<file path="src/atq_map.svh">
// Register offsets, field positions, reset values and timing figures for the queued drive port.
`ifndef ATQ_MAP_SVH
`define ATQ_MAP_SVH

// ****************************************
// Register byte offsets on the APB side
// ****************************************
`define ATQ_ERR_OFS 8'h04
`define ATQ_TAG_OFS 8'h08
`define ATQ_SEL_OFS 8'h18
`define ATQ_STS_OFS 8'h1c
`define ATQ_ALT_OFS 8'h38
`define ATQ_CFG_OFS 8'h40

// ****************************************
// Status register bit positions
// ****************************************
`define ATQ_STS_BUSY 7
`define ATQ_STS_RDY 6
`define ATQ_STS_DISCONNECT_FLAG 5
`define ATQ_STS_COMPLETE_FLAG 4
`define ATQ_STS_DRQ 3
`define ATQ_STS_DATA_PHASE_FLAG 2
`define ATQ_STS_IDX 1
`define ATQ_STS_ERR 0

// ****************************************
// Other fields
// ****************************************
`define ATQ_TAG_ACK 6
`define ATQ_SEL_DRV 4
`define ATQ_CFG_QEN 0
`define ATQ_CFG_M2 1
`define ATQ_CFG_LED 2

// ****************************************
// Reset values
// ****************************************
`define ATQ_TAG_RST 8'h00
`define ATQ_SEL_RST 8'h00
`define ATQ_CFG_RST 3'h0

// ****************************************
// Timing, in nanoseconds
// ****************************************
`define ATQ_CLK_NS 10
`define ATQ_SETTLE_NS 40
`define ATQ_TMO_BASE_NS 2000

`endif

</file>
<file path="src/atq_pkg.sv">
// Types shared by the queued drive port modules.
package atq_pkg;

  // Phase sequencer states.
  typedef enum logic [2:0] {P_IDLE, P_ARB, P_IRQ, P_SETUP, P_XFER, P_DISCONNECT_FLAG, P_REL} atq_phase_t;

  // Ownership arbiter states.
  typedef enum logic [2:0] {A_IDLE, A_WAIT, A_ASSERT, A_YIELD, A_PEER, A_WON, A_DROP} atq_arb_t;

endpackage

</file>
<file path="src/atq_drive.sv">
// Drive-side queued command port: APB task-file view, phase sequencer and line arbitration.
//
// What this block does
// - Queued mode reuses two lines for ownership.
// - Busy held until parameters are taken.
// - No interrupt ends the command phase.
// - Status read acks only in method two.
// - Win ownership arbitration before any data or completion phase.
// - Slave times out, then takes ownership.
// - Slave may light LED, releases first.
// - Data phase: flag, tag, then interrupt.
// - After ack: drop interrupt, busy, DRQ.
// - Block transfer with no interrupts.
// - Disconnect, host ack, clear flags, release.
// - Disconnect when out of data or space.
// - Interrupt ignores the drive select bit.
// - Completion: flag, error, tag, then interrupt.
// - Completion ack, disconnect, clear, release.
// - Two-bit error code in error top.
// - Issued tag and ack bit; returned tag.
// - Queued status register bit layout.
`timescale 1ns/1ns
`include "atq_map.svh"
module atq_drive
  import atq_pkg::*;
#(
  parameter bit DRIVE_ONE = 1'b0,
  parameter int SETTLE_CYC = (`ATQ_SETTLE_NS + `ATQ_CLK_NS - 1) / `ATQ_CLK_NS,
  parameter int TMO_BASE_CYC = (`ATQ_TMO_BASE_NS + `ATQ_CLK_NS - 1) / `ATQ_CLK_NS
) (
  // Clock and reset.
  input wire logic pclk,
  input wire logic presetn,
  // APB slave.
  input wire logic [7:0] paddr,
  input wire logic psel,
  input wire logic penable,
  input wire logic pwrite,
  input wire logic [31:0] pwdata,
  output logic [31:0] prdata,
  output logic pready,
  output logic pslverr,
  // Ownership lines, open drain, active low on the wire.
  input wire logic drive_zero_owns_irq_in,
  output logic drive_zero_owns_irq_out,
  output logic drive_zero_owns_irq_oe,
  input wire logic drive_one_owns_irq_in,
  output logic drive_one_owns_irq_out,
  output logic drive_one_owns_irq_oe,
  // Host interrupt, active high.
  output logic host_interrupt_line,
  // Drive state for the status register.
  input wire logic drive_ready_flag,
  input wire logic index_flag,
  // Command hand-off to firmware.
  output logic cmd_valid,
  output logic [7:0] cmd_code,
  output logic [5:0] cmd_tag,
  input wire logic cmd_taken,
  // Phase requests from firmware.
  input wire logic ph_data_req,
  input wire logic ph_done_req,
  input wire logic [5:0] ph_tag,
  input wire logic ph_err,
  input wire logic [1:0] ph_error_code,
  input wire logic ph_busy_req,
  input wire logic ph_xfer_ready,
  input wire logic ph_xfer_stop,
  // Phase state to firmware.
  output logic ph_acked,
  output logic ph_idle
);

  if (SETTLE_CYC < 1 || TMO_BASE_CYC < 1) begin : g_bad_cfg
    $error("atq_drive counts must be at least one cycle");
  end

  // ****************************************
  // APB decode
  // ****************************************

  logic pready_q;
  logic [7:0] tag_q;
  logic [7:0] sel_q;
  logic [2:0] cfg_q;
  logic setup;
  logic acc;
  logic wr;
  logic rd;
  logic hit;
  logic selected;
  logic [7:0] sts_byte;
  logic [7:0] err_byte;
  logic [7:0] rd_mux;

  // Access completes at the edge where the registered ready is seen with penable.
  assign setup = psel && !penable;
  assign acc = psel && penable && pready_q;
  assign wr = acc && pwrite;
  assign rd = acc && !pwrite;
  assign hit = (paddr == `ATQ_ERR_OFS) || (paddr == `ATQ_TAG_OFS) || (paddr == `ATQ_SEL_OFS)
    || (paddr == `ATQ_STS_OFS) || (paddr == `ATQ_ALT_OFS) || (paddr == `ATQ_CFG_OFS);
  assign selected = (sel_q[`ATQ_SEL_DRV] == DRIVE_ONE);

  // Configuration fields that steer the sequencer.
  logic qen;
  logic method2;
  logic led_en;
  logic host_ack;
  logic [5:0] issued_tag;
  assign qen = cfg_q[`ATQ_CFG_QEN];
  assign method2 = cfg_q[`ATQ_CFG_M2];
  assign led_en = cfg_q[`ATQ_CFG_LED];
  assign host_ack = tag_q[`ATQ_TAG_ACK];
  assign issued_tag = tag_q[5:0];

  // ****************************************
  // Phase and command state
  // ****************************************

  atq_phase_t ph_q;
  logic is_done_q;
  logic data_ph_q;
  logic cmpl_q;
  logic disconnect_flag_q;
  logic drq_q;
  logic ph_busy_q;
  logic cmd_busy_q;
  logic err_q;
  logic [1:0] ecode_q;
  logic [5:0] rtag_q;
  logic [5:0] req_tag_q;
  logic req_err_q;
  logic [1:0] req_code_q;
  logic irq_q;

  assign sts_byte = {cmd_busy_q || ph_busy_q, drive_ready_flag, disconnect_flag_q, cmpl_q,
                     drq_q, data_ph_q, index_flag, err_q};
  assign err_byte = {ecode_q, rtag_q};

  // Read selection; unmapped addresses read zero and answer with pslverr.
  assign rd_mux = (paddr == `ATQ_ERR_OFS) ? err_byte :
                  (paddr == `ATQ_TAG_OFS) ? tag_q :
                  (paddr == `ATQ_SEL_OFS) ? sel_q :
                  ((paddr == `ATQ_STS_OFS) || (paddr == `ATQ_ALT_OFS)) ? sts_byte :
                  (paddr == `ATQ_CFG_OFS) ? {5'h00, cfg_q} : 8'h00;

  // Only a status read of the selected drive counts as an acknowledge, and only in method two.
  logic sts_rd;
  logic cmd_wr;
  // status read acks in method two
  assign sts_rd = rd && (paddr == `ATQ_STS_OFS) && selected && method2;
  assign cmd_wr = wr && (paddr == `ATQ_STS_OFS) && selected;

  // host acknowledge by bit or read
  logic irq_ack;
  logic disconnect_flag_ack;
  assign irq_ack = irq_q && (method2 ? sts_rd : host_ack);
  assign disconnect_flag_ack = method2 ? sts_rd : !host_ack;

  // APB answer flops: no wait state, data captured at the setup edge.
  always_ff @(posedge pclk or negedge presetn)
  begin
    if (!presetn)
    begin
      pready_q <= 1'b0;
      prdata <= 32'h0000_0000;
      pslverr <= 1'b0;
    end
    else
    begin
      pready_q <= setup;
      if (setup)
      begin
        prdata <= {24'h00_0000, rd_mux};
        pslverr <= !hit;
      end
    end
  end
  assign pready = pready_q;

  // Software-written registers; the tag register keeps the host acknowledge bit.
  always_ff @(posedge pclk or negedge presetn)
  begin
    if (!presetn)
    begin
      tag_q <= `ATQ_TAG_RST;
      sel_q <= `ATQ_SEL_RST;
      cfg_q <= `ATQ_CFG_RST;
    end
    else if (wr)
    begin
      if (paddr == `ATQ_TAG_OFS)
        tag_q <= {1'b0, pwdata[6:0]};
      if (paddr == `ATQ_SEL_OFS)
        sel_q <= pwdata[7:0];
      if (paddr == `ATQ_CFG_OFS)
        cfg_q <= pwdata[2:0];
    end
  end

  // Command phase. A new command write beats a same-cycle taken so nothing is lost.
  always_ff @(posedge pclk or negedge presetn)
  begin
    if (!presetn)
    begin
      cmd_busy_q <= 1'b0;
      cmd_valid <= 1'b0;
      cmd_code <= 8'h00;
      cmd_tag <= 6'h00;
    end
    else if (cmd_wr)
    begin
      cmd_busy_q <= 1'b1;
      cmd_valid <= 1'b1;
      cmd_code <= pwdata[7:0];
      cmd_tag <= issued_tag;
    end
    else if (cmd_taken)
    begin
      cmd_busy_q <= 1'b0;
      cmd_valid <= 1'b0;
    end
  end

  // ****************************************
  // Ownership arbitration
  // ****************************************

  logic arb_won;
  logic arb_idle;
  logic own_oe;
  logic led_oe;
  logic peer;
  logic [15:0] rnd;

  // lines used only in queued mode
  assign peer = DRIVE_ONE ? !drive_zero_owns_irq_in : !drive_one_owns_irq_in;

  atq_lfsr #(
    .WIDTH(16)
  ) u_lfsr (
    .clk(pclk),
    .rst_n(presetn),
    .value(rnd)
  );

  atq_arbiter #(
    .SETTLE(SETTLE_CYC),
    .TMO_BASE(TMO_BASE_CYC)
  ) u_arb (
    .clk(pclk),
    .rst_n(presetn),
    .req((ph_q == P_ARB) && qen),
    .rel(ph_q == P_REL),
    .is_slave(DRIVE_ONE),
    .led_en(led_en),
    .seed(rnd[7:0]),
    .peer(peer),
    .won(arb_won),
    .idle(arb_idle),
    .own_oe(own_oe),
    .led_oe(led_oe)
  );

  // Lines are pulled low when enabled; the slave may also pull the LED line while it owns.
  assign drive_zero_owns_irq_oe = DRIVE_ONE ? led_oe : own_oe;
  assign drive_one_owns_irq_oe = DRIVE_ONE ? own_oe : 1'b0;
  assign drive_zero_owns_irq_out = 1'b0;
  assign drive_one_owns_irq_out = 1'b0;

  // ****************************************
  // Data and completion phase sequencer
  // ****************************************

  // Firmware requests are taken only when idle in queued mode; completion wins a tie.
  always_ff @(posedge pclk or negedge presetn)
  begin
    if (!presetn)
    begin
      ph_q <= P_IDLE;
      is_done_q <= 1'b0;
      req_tag_q <= 6'h00;
      req_err_q <= 1'b0;
      req_code_q <= 2'h0;
      data_ph_q <= 1'b0;
      cmpl_q <= 1'b0;
      disconnect_flag_q <= 1'b0;
      drq_q <= 1'b0;
      ph_busy_q <= 1'b0;
      err_q <= 1'b0;
      ecode_q <= 2'h0;
      rtag_q <= 6'h00;
      irq_q <= 1'b0;
    end
    else
    begin
      unique case (ph_q)
        P_IDLE:
          if (qen && (ph_data_req || ph_done_req))
          begin
            ph_q <= P_ARB;
            is_done_q <= ph_done_req;
            req_tag_q <= ph_tag;
            req_err_q <= ph_err;
            req_code_q <= ph_error_code;
          end
        P_ARB:
          if (arb_won)
          begin
            ph_q <= P_IRQ;
            rtag_q <= req_tag_q;
            data_ph_q <= !is_done_q;
            cmpl_q <= is_done_q;
            err_q <= is_done_q && req_err_q;
            ecode_q <= req_code_q;
          end
        P_IRQ:
          if (irq_ack)
          begin
            irq_q <= 1'b0;
            ph_busy_q <= ph_busy_req;
            ph_q <= P_SETUP;
          end
          else
            irq_q <= 1'b1;
        P_SETUP:
          if (ph_xfer_stop || (is_done_q && !ph_busy_q))
          begin
            ph_busy_q <= 1'b0;
            disconnect_flag_q <= 1'b1;
            ph_q <= P_DISCONNECT_FLAG;
          end
          else if (ph_xfer_ready && !is_done_q)
          begin
            drq_q <= 1'b1;
            ph_busy_q <= 1'b0;
            ph_q <= P_XFER;
          end
        P_XFER:
          if (ph_xfer_stop)
          begin
            drq_q <= 1'b0;
            ph_busy_q <= 1'b0;
            disconnect_flag_q <= 1'b1;
            ph_q <= P_DISCONNECT_FLAG;
          end
        P_DISCONNECT_FLAG:
          if (disconnect_flag_ack)
          begin
            disconnect_flag_q <= 1'b0;
            data_ph_q <= 1'b0;
            cmpl_q <= 1'b0;
            err_q <= 1'b0;
            ph_q <= P_REL;
          end
        P_REL:
          if (arb_idle)
            ph_q <= P_IDLE;
      endcase
    end
  end

  // ****************************************
  // Firmware-facing status
  // ****************************************

  // Registered so firmware sees stable levels; they trail the sequencer by one cycle.
  always_ff @(posedge pclk or negedge presetn)
  begin
    if (!presetn)
    begin
      ph_acked <= 1'b0;
      ph_idle <= 1'b0;
    end
    else
    begin
      ph_acked <= (ph_q == P_SETUP) || (ph_q == P_XFER);
      ph_idle <= (ph_q == P_IDLE);
    end
  end

  assign host_interrupt_line = irq_q;

endmodule // atq_drive

</file>
<file path="src/atq_lfsr.sv">
// Free-running pseudo-random source for the arbitration time-out.
`timescale 1ns/1ns
module atq_lfsr #(
  parameter int WIDTH = 16
) (
  // Clock and reset.
  input wire logic clk,
  input wire logic rst_n,
  // Random value.
  output logic [WIDTH-1:0] value
);

  if (WIDTH != 16) begin : g_bad_width
    $error("atq_lfsr supports only a width of 16");
  end

  logic [WIDTH-1:0] lfsr_q;
  logic [WIDTH-1:0] lfsr_d;

  // Galois form; the all-ones seed keeps the register out of the stuck zero state.
  assign lfsr_d = lfsr_q[0] ? ((lfsr_q >> 1) ^ 16'hb400) : (lfsr_q >> 1);
  assign value = lfsr_q;

  always_ff @(posedge clk or negedge rst_n)
  begin
    if (!rst_n)
      lfsr_q <= 16'hffff;
    else
      lfsr_q <= lfsr_d;
  end

endmodule // atq_lfsr

</file>
<file path="src/atq_arbiter.sv">
// Two-line ownership arbiter for the shared host interrupt line.
`timescale 1ns/1ns
module atq_arbiter
  import atq_pkg::*;
#(
  parameter int SETTLE = 4,
  parameter int TMO_BASE = 200
) (
  // Clock and reset.
  input wire logic clk,
  input wire logic rst_n,
  // Control from the drive: sequencer request and release, role, LED enable and seed.
  input wire logic req,
  input wire logic rel,
  input wire logic is_slave,
  input wire logic led_en,
  input wire logic [7:0] seed,
  // Peer ownership line, high while asserted.
  input wire logic peer,
  // Results.
  output logic won,
  output logic idle,
  output logic own_oe,
  output logic led_oe
);

  if (SETTLE < 1 || TMO_BASE < 1 || TMO_BASE + 255 > 65535) begin : g_bad_cfg
    $error("atq_arbiter counts out of range");
  end

  atq_arb_t st_q;
  atq_arb_t st_d;
  logic [15:0] cnt_q;
  logic [15:0] cnt_d;
  logic cnt_zero;

  assign cnt_zero = (cnt_q == 16'h0000);
  assign won = (st_q == A_WON);
  assign idle = (st_q == A_IDLE);

  // Next state of the arbitration loop.
  always_comb
  begin
    st_d = st_q;
    cnt_d = cnt_zero ? cnt_q : cnt_q - 16'h0001;
    unique case (st_q)
      A_IDLE:
        if (req)
          st_d = A_WAIT;
      A_WAIT:
        if (!req)
          st_d = A_IDLE;
        else if (!peer)
        begin
          st_d = A_ASSERT;
          cnt_d = 16'(SETTLE);
        end
      A_ASSERT:
        if (cnt_zero)
        begin
          if (!peer)
            st_d = A_WON;
          else if (is_slave)
          begin
            st_d = A_YIELD;
            cnt_d = 16'(TMO_BASE) + {8'h00, seed};
          end
          else
            st_d = A_WAIT;
        end
      A_YIELD:
        if (peer)
          st_d = A_PEER;
        else if (cnt_zero)
          st_d = A_WON;
      A_PEER:
        if (!peer)
          st_d = A_WAIT;
      A_WON:
        if (rel)
          st_d = A_DROP;
      A_DROP:
        st_d = A_IDLE;
    endcase
  end

  // State, counter and line enables; enables follow the next state so they come from flops.
  always_ff @(posedge clk or negedge rst_n)
  begin
    if (!rst_n)
    begin
      st_q <= A_IDLE;
      cnt_q <= 16'h0000;
      own_oe <= 1'b0;
      led_oe <= 1'b0;
    end
    else
    begin
      st_q <= st_d;
      cnt_q <= cnt_d;
      own_oe <= (st_d == A_ASSERT) || (st_d == A_WON) || (st_d == A_DROP);
      // LED line dropped before own line
      led_oe <= (st_d == A_WON) && is_slave && led_en;
    end
  end

endmodule // atq_arbiter

</file>
<file path="config.mk">
export PLATFORM = sky130hd
export DESIGN_NAME = atq_drive
export DESIGN_NICKNAME = d
export VERILOG_FILES = /design/src/atq_pkg.sv /design/src/atq_drive.sv /design/src/atq_lfsr.sv /design/src/atq_arbiter.sv
export VERILOG_INCLUDE_DIRS = /design/src /design/src/src
export SDC_FILE = /design/constraint.sdc
export NUM_CORES = 1
export LEC_CHECK = 0
export ABC_CLOCK_PERIOD_IN_PS = 2300
export BUFFER_PORTS_ARGS = -buffer_cell sky130_fd_sc_hd__buf_2
export CAP_MARGIN = 25
export CORE_MARGIN = 2
export CORE_UTILIZATION = 53
export CTS_CLUSTER_DIAMETER = 80
export DETAILED_ROUTE_END_ITERATION = 6
export PLACE_DENSITY = 0.83
export RECOVER_POWER = 25
export SLEW_MARGIN = 10
export SYNTH_ARGS = -nofsm -noshare
export SYNTH_HDL_FRONTEND = slang
export SYNTH_HIERARCHICAL = 1
export SYNTH_SLANG_ARGS = --single-unit
</file>
<file path="constraint.sdc">
create_clock -name pclk -period 2.3 [get_ports pclk]
set_input_delay 0.575 -clock pclk [delete_from_list [all_inputs] [get_ports pclk]]
set_output_delay 0.575 -clock pclk [all_outputs]
set_load 0.005 [all_outputs]
</file>
==> results.cfg, run 1 <==
[status]
status = finished with violations
violations = capacitance limit, slew limit

[die]
ios = 120
fp.dieH_um = 105
rows = 36
fp.dieW_um = 105
die_area_um2 = 11000
initial_core_util = 0.549
core-area_um2 = 9820

[timing]
setup_violations = 0
hold_viol_final = 0
max_freq_mhz = 463
period_share = 0.939
final_max_slew_viol_count = 39
setup_ws_ps = 141
rsz0062_at_grt = no
slew_headroom = -0.269
whs_ps = 364
worstMarginPinSlew_ps = 1900
finalSetupTns_ps = 0
post-route-min-period_ps = 2160
skew_ps = 12.0

[worst_setup_path]
timing.rr.end = data_ph_q
worstPathRequired_ps = 2580
r2r_start = sel_q[4]
cp.arrival_ps = 2440
crit_chain = or3b_4 > nor4_4 > o32a_1 > and4b_1 > mux2_2
slowest_stage = dfrtp_1
crit_fanout = 4
crit_type = register to register
cp-end-kind = register
crit_path_max_incr_delay_ps = 420
reg2reg_depth = 5
rrSetupSlack_ps = 140
critPathLaunchType = register

[drt]
drc = 0
first_pass_iters = 5
wl_per_cell_um = 16.0
totalWireLength_um = 11300
ant_nets = 0
viasPerCell = 5.60
via_count = 3970
drt_iter0_markers = 190

[power_and_ir_drop]
power_mw = 4.05
cellLeakagePower_nw = 2.92
power_density_nw_per_um2 = 658
vdd.ir_drop.worst_mv = 0.399

[min_path]
hold_depth = 0
hp-start = u_lfsr/value[10]
min_path_type = register to register
hold_end = u_lfsr/value[9]

[cts]
numCtsBuffers = 9
cts-root-buf = clkbuf_8
postCtsResizedCells = 0
hold_buffers = 0
clk_latency_ps = 390
h-tree-depth = 3
clkTransAtPathRegs_ps = 110
cts_num_sinks = 109
cts_setup_buffers = 0
cts_tree = built
clockBufferDepth = 2

[synth]
synth_area_um2 = 5390
synthCells = 479
syn_avg_cell_area_um2 = 11.3
yosys_warnings = 6

[global_routing]
antenna_found_initial = 0
grt_pass1_wl_um = 19200
gr-total-overflow = 0
grt_usage = 0.220
grt_pass1_vias = 3972
grt_max_degree = 43

[placed_design]
dp_hpwl_um = 8680
port_buffers = 67
place_area_um2 = 5960
place_ws_ps = -187
place_congestion = 0.911

[job]
drv_cap = 1

[layout]
layout_commonest_cell = dfrtp_1
antenna_cells = 0
layout_common_cells = dfrtp_1, buf_2, mux2_2, nor2_1, buf_4
fillers = 795
nNetsFinal = 638
final_cell_area_um2 = 6150
layout-drive-gt1-share = 0.344
areaGrowthSynthToFinish_pct = 14.1
metrics by stage:
stage               utilization  std cells
global placement          0.607        693
finish                    0.627        709
detailed placement        0.607        693
CTS                       0.628        709
global route              0.627        709
floorplan                     -        507
worst max-delay path, delay by kind of cell (launching register included):
kind | cells | cell delay (ps)
muxes | 1 | 360
AOI/OAI and AO/OA | 1 | 240
DFF | 1 | 420
and+or+nand+nor | 3 | 1040
how the worst max path moves through the flow:
stage	start	cells after the start	end
after global routing	presetn	2	disconnect_flag_q
after CTS	sel_q[4]	5	data_ph_q
after global placement	paddr[1]	6	data_ph_q
final	sel_q[4]	5	data_ph_q
after floorplan	paddr[1]	5	cmd_code[0]
after detailed placement	paddr[1]	6	data_ph_q
sequential cells by signal, summed over array words and instances, names as in the netlist, 2 cells and up:
register,flops
req_code_q,2
u_arb/cnt_q,16
tag_q,7
cmd_code,8
u_lfsr/value,16
ecode_q,2
ph_q,3
cfg_q,3
u_arb/st_q,3
sel_q,8
cmd_tag,6
req_tag_q,6
rtag_q,6
prdata,8
power breakdown:
part | switching [mW] | leakage (nW) | internal [mW] | total [mW]
clock | 0.689 | 0.103 | 0.521 | 1.21
combinational | 0.388 | 1.46 | 0.361 | 0.749
sequential | 0.0830 | 1.37 | 2.01 | 2.09
total | 1.16 | 2.92 | 2.89 | 4.05
cell type report:
cell class	instances	area (um2)	area share
sequential	109	2750	0.447
multi-input combinational	334	2370	0.386
timing repair buffer	103	608	0.0988
tap	133	166	0.0270
clock buffer	9	124	0.0201
clock inverter	7	80.1	0.0130
inverter	14	52.6	0.00854
layer usage:
layer | global-route usage | up-vias | routed length [um]
met4 | 0.0981 | 0 | 318
met1 | 0.290 | 1952 | 4860
li1 | - | 1856 | -
met5 | 0 | - | 0
met3 | 0.0518 | 26 | 664
met2 | 0.346 | 136 | 5500
Note: power is estimated with default switching activity, not from simulation.
==> run 2: changes to the inputs <==
RECOVER_POWER = unset   (was 25)
==> run 2 against run 1 <==
The flow finishes with violations (DRC). Sequential share of layout area down 0.091 points. Cell count unchanged. Wire length increased by 0.35%. Power about the same. Setup slack better by 0.76 ps. Global-route usage unchanged. Clock-buffer cell count unchanged. Die area unchanged.
==> results.cfg, run 2 (synthesized netlist as in run 1, its figures left out) <==
[worst_setup_path]
rrSetupSlack_ps = 140
cp.arrival_ps = 2440
worstPathRequired_ps = 2580
crit_fanout = 4
timing.rr.end = data_ph_q
critPathLaunchType = register
cp-end-kind = register
crit_type = register to register
startpoint = sel_q[4]
r2r_start = sel_q[4]
reg2reg_depth = 5

[placed_design]
dp_hpwl_um = 8680
dp_cells = 693
port_buffers = 67
place_congestion = 0.911

[cts]
postCtsResizedCells = 0
clk_latency_ps = 390
numCtsBuffers = 9
cts_setup_buffers = 0
cts-root-buf = clkbuf_8
cts_num_sinks = 109
cts_tree = built
clkTransAtPathRegs_ps = 110
clockBufferDepth = 2
hold_buffers = 0
h-tree-depth = 3

[timing]
setup_violations = 0
worstMarginPinSlew_ps = 882
post-route-min-period_ps = 2160
period_share = 0.938
hold_viol_final = 0
slew_headroom = 0.405
rsz0062_at_grt = no
max_freq_mhz = 463
final_max_slew_viol_count = 0
skew_ps = 11.9

[global_routing]
antenna_found_initial = 0
grt_pass1_vias = 3972
grt_pass1_wl_um = 19200
grt_usage = 0.220
gr-total-overflow = 0
grt_max_degree = 43

[die]
core-area_um2 = 9820
die_area_um2 = 11000
fp.dieH_um = 105
rows = 36
ios = 120
initial_core_util = 0.549
fp.dieW_um = 105

[power_and_ir_drop]
cellLeakagePower_nw = 2.93
power_density_nw_per_um2 = 657
vdd.ir_drop.worst_mv = 0.399

[drt]
drc = 1
wl_per_cell_um = 16.1
via_count = 3965
first_pass_iters = 7
drt_iter0_markers = 186
viasPerCell = 5.59
totalWireLength_um = 11400
ant_nets = 0

[layout]
nNetsFinal = 638
layout_common_cells = dfrtp_1, buf_2, mux2_2, buf_4, nor2_1
fin_util = 0.628
layout_commonest_cell = dfrtp_1
final_cells = 709
layout-drive-gt1-share = 0.356
antenna_cells = 0
fillers = 793
areaGrowthSynthToFinish_pct = 14.4

[status]
status = finished with violations
violations = DRC

[job]
drv_cap = 0

[min_path]
min_path_type = input pin to async pin
==> run 2: layout make-up <==
cell class              instances  area (um2)  share of cell area
flip-flops and latches        109        2750               0.446
multi-input cells             334        2370               0.385
repair buffers                103         621               0.101
well taps                     133         166              0.0270
clock buffers                   9         124              0.0201
clock inverters                 7        80.1              0.0130
inverters                      14        52.6             0.00852
==> run 2: through the flow <==
stage	total power, mW	TNS, ps	setup WS (ps)	cell area, um2	hold WS (ps)
after global routing	4.26	0	66.1	6160	156
final	4.05	0	142	6160	141
after detailed placement	2.88	-1850	-187	5960	347
after CTS	4.09	0	135	6160	141
after global placement	2.87	-1400	-142	5960	347
after floorplan	2.59	0	17.4	5500	279
==> run 2: critical path, cell delays in order, from the launching register on <==
cell,delay (ps)
dfrtp_1,420
or3b_4,400
nor4_4,350
o32a_1,240
and4b_1,290
mux2_2,360
==> run 2: power breakdown <==
part | leakage, nW | internal [mW] | total, mW | switching [mW]
sequential | 1.36 | 2.01 | 2.09 | 0.0835
combinational | 1.46 | 0.363 | 0.751 | 0.388
clock | 0.103 | 0.521 | 1.21 | 0.688
total | 2.93 | 2.89 | 4.05 | 1.16
==> run 2: routing by layer <==
layer,wire (um),GRT usage
met5,0,0
met4,325,0.0981
met3,700,0.0518
met2,5470,0.346
met1,4890,0.290
==> run 2: worst max path at each step <==
stage | endpoint | slack (ps) | depth (start not counted)
detailed placement | data_ph_q | -190 | 6
global route | data_ph_q | 70 | 5
floorplan | cmd_code[0] | 20 | 5
finish | data_ph_q | 140 | 5
global placement | data_ph_q | -140 | 6
CTS | data_ph_q | 130 | 5
==> run 3: changes to the inputs <==
CORE_UTILIZATION = 55   (was 53)
PLACE_DENSITY = 0.86   (was 0.83)
REMOVE_ABC_BUFFERS = 1   (was unset)
==> run 3 against run 2 <==
The flow now finishes without violations. Setup slack worse by 67 ps. Via count up 3.0%. Sequential cell count unchanged. Maximum frequency down 3.0%. Die area down 3.5%. Register-to-register slack about the same. Power down 0.43%. Design area up 0.18%. Critical endpoint unchanged. Highest routed layer unchanged.
==> results.cfg, run 3 (synthesized netlist as in run 1, its figures left out) <==
[die]
core-area_um2 = 9640
initial_core_util = 0.559
fp.dieH_um = 103
fp.dieW_um = 103
ios = 120
die_area_um2 = 10600
rows = 36

[placed_design]
port_buffers = 67
dp_cells = 694
place_congestion = 0.936
dp_hpwl_um = 9210
place_ws_ps = -296

[timing]
post-route-min-period_ps = 2230
final_max_slew_viol_count = 0
period_share = 0.968
skew_ps = 14.8
max_freq_mhz = 449
hold_viol_final = 0
finalSetupTns_ps = 0
slew_headroom = 0.425
setup_violations = 0
rsz0062_at_grt = no
worstMarginPinSlew_ps = 851
setup_ws_ps = 74.6

[worst_setup_path]
timing.rr.end = data_ph_q
cp.arrival_ps = 2490
r2r_start = sel_q[4]
rrSetupSlack_ps = 130
crit_fanout = 4
crit_type = input pin to register
cp-end-kind = register
critPathLaunchType = input pin
worstPathRequired_ps = 2560
reg2reg_depth = 5

[cts]
clockBufferDepth = 2
cts_tree = built
clk_latency_ps = 380
cts_setup_buffers = 0
cts_num_sinks = 109
h-tree-depth = 3
hold_buffers = 0
cts-root-buf = clkbuf_8
clkTransAtPathRegs_ps = 110
numCtsBuffers = 9
postCtsResizedCells = 0

[global_routing]
grt_pass1_wl_um = 19500
gr-total-overflow = 0
grt_usage = 0.238
grt_pass1_vias = 3979
grt_max_degree = 46
antenna_found_initial = 0

[power_and_ir_drop]
cellLeakagePower_nw = 2.94
vdd.ir_drop.worst_mv = 0.394
power_density_nw_per_um2 = 653

[layout]
areaGrowthSynthToFinish_pct = 14.6
fillers = 762
layout-drive-gt1-share = 0.357
layout_common_cells = dfrtp_1, buf_2, mux2_2, buf_4, nor2_1
fin_util = 0.641
nNetsFinal = 639
antenna_cells = 0
final_cells = 710
layout_commonest_cell = dfrtp_1

[drt]
wl_per_cell_um = 17.1
ant_nets = 0
totalWireLength_um = 12200
drc = 0
via_count = 4084
viasPerCell = 5.75
drt_iter0_markers = 214
first_pass_iters = 5

[min_path]
min_path_type = input pin to async pin

[status]
status = complete, no violations

[job]
drv_cap = 0
## run 3: how the worst max path moves through the flow
stage                      to  cells after the start      startpoint
2_1_floorplan     cmd_code[0]                      4        paddr[1]
3_3_place_gp           cmpl_q                      6        paddr[1]
3_5_place_dp        data_ph_q                      6        paddr[1]
4_1_cts             data_ph_q                      6        paddr[1]
5_1_grt        u_arb/cnt_q[2]                      5  u_arb/cnt_q[9]
6_report            data_ph_q                      6        paddr[1]
## run 3: power by group
group | leakage (nW) | switching [mW] | internal, mW
Combinational | 1.47 | 0.442 | 0.355
Clock | 0.102 | 0.724 | 0.435
Sequential | 1.36 | 0.0700 | 2.01
Total | 2.94 | 1.24 | 2.80
## run 3: layer usage
| layer | vias to the layer above | wire, um | global-route usage |
|---|---|---|---|
| met5 | - | 0 | 0 |
| met4 | 0 | 343 | 0.106 |
| met3 | 29 | 742 | 0.0427 |
| met2 | 162 | 6170 | 0.398 |
| met1 | 2032 | 4900 | 0.304 |
| li1 | 1861 | - | - |
## run 3: per-stage QoR
step                      area (um2)  power [mW]  hold WS [ps]
final                           6180        4.03           192
after global routing            6180        4.23           209
after CTS                       6180        4.05           206
after detailed placement        5980        2.89           348
after global placement          5980        2.85           346
after floorplan                 5170        2.53           279
## run 3: critical path: stages
cell	delay (ps)
buf_2	110
or4_4	550
nor4_4	390
o32a_1	210
and4b_1	290
mux2_2	360
## run 3: area by class of cell
| type | instances | area [um2] | area share |
|---|---|---|---|
| sequential | 109 | 2750 | 0.445 |
| multi-input combinational | 334 | 2370 | 0.384 |
| timing repair buffer | 104 | 641 | 0.104 |
| tap | 133 | 166 | 0.0269 |
| clock buffer | 9 | 124 | 0.0201 |
| clock inverter | 7 | 73.8 | 0.0120 |
| inverter | 14 | 52.6 | 0.00851 |
